**src/rtl/reset_ctrl_pkg.sv**
```systemverilog
// shared constants and types for the multi source reset controller
`default_nettype none
package reset_ctrl_pkg;
   // status bit positions, one per source
   localparam int STAT_POR = 0;
   localparam int STAT_HARD = 1;
   localparam int STAT_SOFT = 2;
   localparam int STAT_WDOG = 3;
   localparam int STAT_BMON = 4;
   localparam int STAT_HOST = 5;
   localparam int STAT_W = 6;
   localparam logic [STAT_W-1:0] STAT_RESET = 6'h01;
   // configuration widths
   localparam int HCW_W = 32;
   localparam int PORCFG_W = 16;
   localparam logic [HCW_W-1:0] HCW_RESET = 32'h0000_0000;
   localparam logic [PORCFG_W-1:0] PORCFG_RESET = 16'h0000;
   // hold times of the driven reset phase, in clock cycles
   localparam int HOLD_W = 8;
   localparam logic [HOLD_W-1:0] HARD_HOLD = 8'h10;
   localparam logic [HOLD_W-1:0] SOFT_HOLD = 8'h08;
   typedef enum logic [2:0] {
      ST_IDLE = 3'b000,
      ST_POR = 3'b001,
      ST_HARD = 3'b010,
      ST_SOFT = 3'b011,
      ST_RELEASE = 3'b100
   } rst_state_t;
endpackage
`default_nettype wire

```
**src/rtl/reset_lines_if.sv**
```systemverilog
// open-drain reset line signals shared between controller and pin stage
`timescale 1ns/1ns
`default_nettype none
interface reset_lines_if;
   logic hardIn;
   logic softIn;
   logic hardDrive;
   logic softDrive;
   modport ctrl (input hardIn, input softIn, output hardDrive, output softDrive);
   modport pins (output hardIn, output softIn, input hardDrive, input softDrive);
endinterface
`default_nettype wire

```
**src/rtl/reset_pin_stage.sv**
```systemverilog
// two-flop input synchronisers and open-drain drivers for reset lines
`timescale 1ns/1ns
`default_nettype none
module reset_pin_stage
   import reset_ctrl_pkg::*;
(
   input wire logic core_clk,
   input wire logic reset_n,
   input wire logic hardLineIn,
   input wire logic softLineIn,
   output logic hardLineOut,
   output logic hardLineOe,
   output logic softLineOut,
   output logic softLineOe,
   reset_lines_if.pins lines
);
   logic [1:0] hardSync_reg;
   logic [1:0] softSync_reg;
   // line levels are active low; idle level assumed released (high)
   always_ff @(posedge core_clk) begin
      if (!reset_n) begin
         hardSync_reg <= 2'h3;
         softSync_reg <= 2'h3;
      end else begin
         hardSync_reg <= {hardSync_reg[0], hardLineIn};
         softSync_reg <= {softSync_reg[0], softLineIn};
      end
   end
   assign lines.hardIn = ~hardSync_reg[1];
   assign lines.softIn = ~softSync_reg[1];
   // open drain: only ever pull low, never drive high
   assign hardLineOut = 1'b0;
   assign softLineOut = 1'b0;
   assign hardLineOe = lines.hardDrive;
   assign softLineOe = lines.softDrive;
endmodule
`default_nettype wire

```
**src/rtl/multi_source_reset_controller.sv**
```systemverilog
// reset controller: gathers six reset sources and runs one of three flows: power-on, hard or soft
`timescale 1ns/1ns
`default_nettype none
module multi_source_reset_controller
   import reset_ctrl_pkg::*;
#(
   parameter logic [HOLD_W-1:0] HARD_CYCLES = HARD_HOLD,
   parameter logic [HOLD_W-1:0] SOFT_CYCLES = SOFT_HOLD
) (
   input wire logic core_clk,
   input wire logic reset_n,
   input wire logic power_on_reset_in,
   input wire logic hardLineIn,
   output logic hardLineOut,
   output logic hardLineOe,
   input wire logic softLineIn,
   output logic softLineOut,
   output logic softLineOe,
   input wire logic wdogEnable,
   input wire logic wdogZero,
   input wire logic bmonEnable,
   input wire logic bmonZero,
   input wire logic hostResetCmd,
   input wire logic [PORCFG_W-1:0] porConfigIn,
   input wire logic [HCW_W-1:0] hardConfigWord,
   output logic systemPllReset,
   output logic coreReset,
   output logic logicReset,
   output logic [PORCFG_W-1:0] porConfig,
   output logic [HCW_W-1:0] hardConfig,
   output logic [STAT_W-1:0] resetStatus,
   output logic resetBusy
);
   reset_lines_if lines ();
   logic [1:0] porSync_reg;
   rst_state_t state_reg, state_next;
   logic [HOLD_W-1:0] count_reg;
   logic [STAT_W-1:0] pend_reg;
   logic driving;
   logic porReq, hardReq, softReq, extSoft;
   logic [STAT_W-1:0] events;

   reset_pin_stage pinStage (
      .core_clk(core_clk),
      .reset_n(reset_n),
      .hardLineIn(hardLineIn),
      .softLineIn(softLineIn),
      .hardLineOut(hardLineOut),
      .hardLineOe(hardLineOe),
      .softLineOut(softLineOut),
      .softLineOe(softLineOe),
      .lines(lines)
   );

   // power-on pin is asynchronous to the core clock, so synchronise it
   always_ff @(posedge core_clk) begin
      if (!reset_n) begin
         porSync_reg <= 2'h0;
      end else begin
         porSync_reg <= {porSync_reg[0], power_on_reset_in};
      end
   end

   assign driving = (state_reg != ST_IDLE);
   // our own drive reads back on the lines, so gate it out
   assign extSoft = lines.softIn & ~driving;
   // every source into one event vector
   always_comb begin
      events = '0;
      events[STAT_POR] = porSync_reg[1];
      events[STAT_HARD] = lines.hardIn & ~driving;
      events[STAT_SOFT] = extSoft;
      events[STAT_WDOG] = wdogEnable & wdogZero;
      events[STAT_BMON] = bmonEnable & bmonZero;
      events[STAT_HOST] = hostResetCmd;
   end
   assign porReq = events[STAT_POR];
   assign hardReq = events[STAT_HARD] | events[STAT_WDOG] | events[STAT_BMON];
   assign softReq = events[STAT_SOFT] | events[STAT_HOST];

   // flow selection; stronger request preempts a weaker running flow
   always_comb begin
      state_next = state_reg;
      unique case (state_reg)
         ST_IDLE: begin
            if (porReq) begin
               state_next = ST_POR;
            end else if (hardReq) begin
               state_next = ST_HARD;
            end else if (softReq) begin
               state_next = ST_SOFT;
            end
         end
         ST_POR: begin
            if (!porReq && count_reg == '0) begin
               state_next = ST_RELEASE;
            end
         end
         ST_HARD: begin
            if (porReq) begin
               state_next = ST_POR;
            end else if (count_reg == '0) begin
               state_next = ST_RELEASE;
            end
         end
         ST_SOFT: begin
            if (porReq) begin
               state_next = ST_POR;
            end else if (hardReq) begin
               state_next = ST_HARD;
            end else if (count_reg == '0) begin
               state_next = ST_RELEASE;
            end
         end
         ST_RELEASE: begin
            // an internal source firing in the tail must not be lost
            if (porReq) begin
               state_next = ST_POR;
            end else if (hardReq) begin
               state_next = ST_HARD;
            end else if (softReq) begin
               state_next = ST_SOFT;
            end else if (!lines.hardIn && !lines.softIn) begin
               // wait until the board lets go of the lines too
               state_next = ST_IDLE;
            end
         end
         default: state_next = ST_IDLE;
      endcase
   end

   always_ff @(posedge core_clk) begin
      if (!reset_n) begin
         state_reg <= ST_POR;
      end else begin
         state_reg <= state_next;
      end
   end

   // hold counter reloads on entry to each driven phase
   always_ff @(posedge core_clk) begin
      if (!reset_n) begin
         count_reg <= HARD_CYCLES;
      end else if (state_next != state_reg) begin
         count_reg <= (state_next == ST_SOFT) ? SOFT_CYCLES : HARD_CYCLES;
      end else if (count_reg != '0) begin
         count_reg <= count_reg - 8'h01;
      end
   end

   // causes gather during a flow and publish when it ends
   always_ff @(posedge core_clk) begin
      if (!reset_n) begin
         // reset starts a power-on flow, so power-on is already a cause
         pend_reg <= STAT_RESET;
         resetStatus <= STAT_RESET;
      end else begin
         if (state_reg != ST_IDLE && state_next == ST_IDLE) begin
            resetStatus <= pend_reg;
            pend_reg <= '0;
         end else if (state_reg == ST_IDLE && state_next == ST_IDLE) begin
            pend_reg <= '0;
         end else begin
            pend_reg <= pend_reg | events;
         end
      end
   end

   // power-on fields latch only while power-on reset is in force
   always_ff @(posedge core_clk) begin
      if (!reset_n) begin
         porConfig <= PORCFG_RESET;
      end else if (state_reg == ST_POR) begin
         porConfig <= porConfigIn;
      end
   end

   // hard configuration word sampled in power-on and hard flows only
   always_ff @(posedge core_clk) begin
      if (!reset_n) begin
         hardConfig <= HCW_RESET;
      end else if (state_reg == ST_POR || state_reg == ST_HARD) begin
         hardConfig <= hardConfigWord;
      end
   end

   // line drive: soft follows hard, both driven for power-on and hard
   always_comb begin
      lines.hardDrive = (state_reg == ST_POR) || (state_reg == ST_HARD);
      lines.softDrive = lines.hardDrive || (state_reg == ST_SOFT);
   end
   assign systemPllReset = (state_reg == ST_POR);
   assign logicReset = (state_reg == ST_POR);
   assign coreReset = driving;
   assign resetBusy = driving;
endmodule
`default_nettype wire

```
**config.mk**
```make
export PLATFORM = sky130hd
export DESIGN_NAME = multi_source_reset_controller
export DESIGN_NICKNAME = d
export VERILOG_FILES = /design/src/rtl/reset_ctrl_pkg.sv /design/src/rtl/reset_lines_if.sv /design/src/rtl/reset_pin_stage.sv /design/src/rtl/multi_source_reset_controller.sv
export SDC_FILE = /design/constraint.sdc
export NUM_CORES = 1
export LEC_CHECK = 0
export BUFFER_PORTS_ARGS = -buffer_cell sky130_fd_sc_hd__buf_2
export CAP_MARGIN = 10
export CORE_ASPECT_RATIO = 0.8
export CORE_MARGIN = 2
export CORE_UTILIZATION = 45
export DETAILED_ROUTE_END_ITERATION = 8
export GPL_TIMING_DRIVEN = 0
export HOLD_SLACK_MARGIN = 0.15
export PLACE_DENSITY = 0.75
export SYNTH_ARGS = -nofsm -noshare
export SYNTH_HDL_FRONTEND = slang
export SYNTH_SLANG_ARGS = --single-unit
```
**constraint.sdc**
```tcl
create_clock -name core_clk -period 2.8 [get_ports core_clk]
set_input_delay 0.14 -clock core_clk [delete_from_list [all_inputs] [get_ports core_clk]]
set_output_delay 0.14 -clock core_clk [all_outputs]
set_load 0.01 [all_outputs]
```
==> results.ini <==
[power_and_ir_drop]
p_comb_share_pct=38.5
switching_share_pct=36.89
cellPowerDensity_nw_per_um2=777.1
p_total_mw=3.642
clkPwrFrac_pct=22.2
ir_drop_mv=0.3639
power.internal_mw=2.299
power.leakage_nw=2.113
sequentialPowerShare_pct=39.3
p_sw_mw=1.344

[placed_design]
hpwl_mm=5.841
io_buffers=117
placed_area_um2=3936
placed_cells=580
routabilityCongestion=0.8562
dpl_worst_slack_ns=0.1873

[sta]
fin_crit_ns=2.554
hold_slack_ns=0.2704
tns_ns=0
rsz0062_at_grt=false
skew_ns=0.01044
maxSlewViolCount=0
timing.final.ws_setup_ns=0.2456
tightestPinTransition_ns=0.7201
setup_violations=0
period_share_pct=91.23
slew-limit-headroom_pct=51.32
timing.fmax_ghz=0.3915
hold_viol=0

[finish]
stdcell_area_um2=4687
final_common_cell=buf_2
final_nets=618
fin_util_pct=67.68
final_cells=650
layout_common_cells=buf_2, nand2_1, dfxtp_1
insertedDiodeCount=0
drive_gt1_share_pct=27.89
largest_reg_flops=32
syn_to_final_growth_pct=44.75

[setup_path]
r2r_start=count_reg[0]
r2r_cells=8
crit_path_end=systemPllReset
cp.required_ns=2.66
crit_type=register to output port
cp-end-kind=output port
r2r_end=count_reg[0]
cp.arrival_ns=2.41
critPathLaunchType=register
critPathMaxFanout=13
r2r_slack_ns=0.26
critical_path.startpoint=state_reg[1]

[floorplanning]
core-area_um2=6925
io_pins=120
die_x_um=98.84
fp-row-count=27
start_util_pct=46.76
dieArea_um2=7894
fp.dieH_um=79.87

[clock_network]
clk_pin_slew_worst_paths_ns=0.08
worstSkewPairLatency_ns=0.35
clock-sinks=77
cts_tree=done
cts-root-buf=clkbuf_8
htree_levels=3
cts_buffers=9
post_cts_buffers=0
clock_path_buffers=2

[global_routing]
grt_pass1_vias=3108
grt_max_degree=14
grt_pass1_wl_mm=14.28
grt_overflow=0
grt_antenna_before_repair=0
grt_use_total_pct=22.58

[detailed_routing]
first_iter_violations=111
vias_per_cell=5.037
wl_per_cell_um=13.46
vias=3274
firstDrtPassIters=4
totalWireLength_mm=8.748
ant_nets=0
drc=0

[synthesis]
ys_ff_latch=77
synth_xor_area_share_pct=0.8114
synthMuxAreaShare_pct=2.821
synth_top_family_by_area=simple AND/OR/NAND/NOR gates
syn-cell-area_um2=3238
synthAdderAreaFrac_pct=0.3864
synth.avg_cell_area_um2=8.635
synth_area_leaders=dfxtp_1, nand2_1, a21boi_0
synth.top_cell.area_share_pct=47.60
ys_async_sr_fraction_pct=0
synth_top_flop_cell=dfxtp_1
yosys.area.top_type=dfxtp_1
ys_types=55
netlist_instances=375
yosysWarnings=0
seq_area_frac_synth_pct=47.60
synth_edf_count=0
synth-compound-area-share_pct=20.32
yosys.area_share.simple_pct=22.64

[outcome]
status=completed

[hold_path]
hp-class=input pin to register

[flow_run]
max-cap-violations=0

[what timing repair did]
item | CTS | global route
gates resized for setup | 0 | 1
endpoints found under the hold margin | 54 | 0
setup endpoints to repair | 0 | 7
hold buffers | 56 | 0
[cell usage after synthesis, types with 2 or more instances]
library cell and instances:
nor2_1 14, buf_1 2, a21oi_1 8, nor4_1 3, dfxtp_1 77, nor3_1 9, buf_2 2, nand2_1 114
buf_6 2, and2_1 4, xnor2_1 2, buf_4 6, mux2i_1 8, a21boi_0 48, o21ai_0 5, or4_1 2
o31ai_1 2, inv_1 7, nand3_1 3, a31oi_1 2, or2_2 2, nor2b_1 2, nand2b_1 5, clkbuf_1 15
[how the worst min path moves through the flow]
stage          slack, ns  cells past startpoint                  endpoint       start
2_1_floorplan       0.24                      1  pinStage.hardSync_reg[0]  hardLineIn
3_3_place_gp        0.32                      2  pinStage.hardSync_reg[0]  hardLineIn
3_5_place_dp        0.33                      2  pinStage.hardSync_reg[0]  hardLineIn
4_1_cts             0.24                      5              count_reg[4]     reset_n
5_1_grt             0.29                      5              count_reg[4]     reset_n
6_report            0.27                      5              count_reg[4]     reset_n
[worst max-delay path: stages (launching register included)]
cell and delay [ns]:
dfxtp_1 0.59, or2_2 0.19, clkbuf_1 0.32, clkinv_1 0.31, buf_1 0.33, buf_4 0.21
buf_2 0.13
[cells by family after synthesis]
kind of cell               Yosys count
other                                1
xor gates and xnor gates             3
and+or+nand+nor                    165
adders and majority gates            1
DFF                                 77
buffers and inverters               35
AOI/OAI and AO/OA                   84
muxes                                9
[power by group through the flow]
stage | Combinational, mW | Sequential, mW | Clock [mW]
finish | 1.40 | 1.43 | 0.808
global route | 1.55 | 1.46 | 0.878
CTS | 1.38 | 1.42 | 0.834
detailed placement | 1.32 | 1.45 | 0
global placement | 1.29 | 1.44 | 0
floorplan | 0.838 | 1.50 | 0
[layout make-up]
cell class                 count  area (µm²)
clock buffer                   9       123.9
tap                           87       108.9
fill                         513        2238
sequential                    77        1541
timing repair buffer         173        1146
multi-input combinational    264        1535
clock inverter                 6       63.81
inverter                       8       30.03
buffer                        26       137.6
[routing by layer]
layer  routed length (µm)  GRT usage (%)
met5                    0              0
met2                 4235          39.46
met4                  133          6.438
met3                  497          6.130
met1                 3882          27.36
Note: power is estimated with default switching activity, not from simulation.
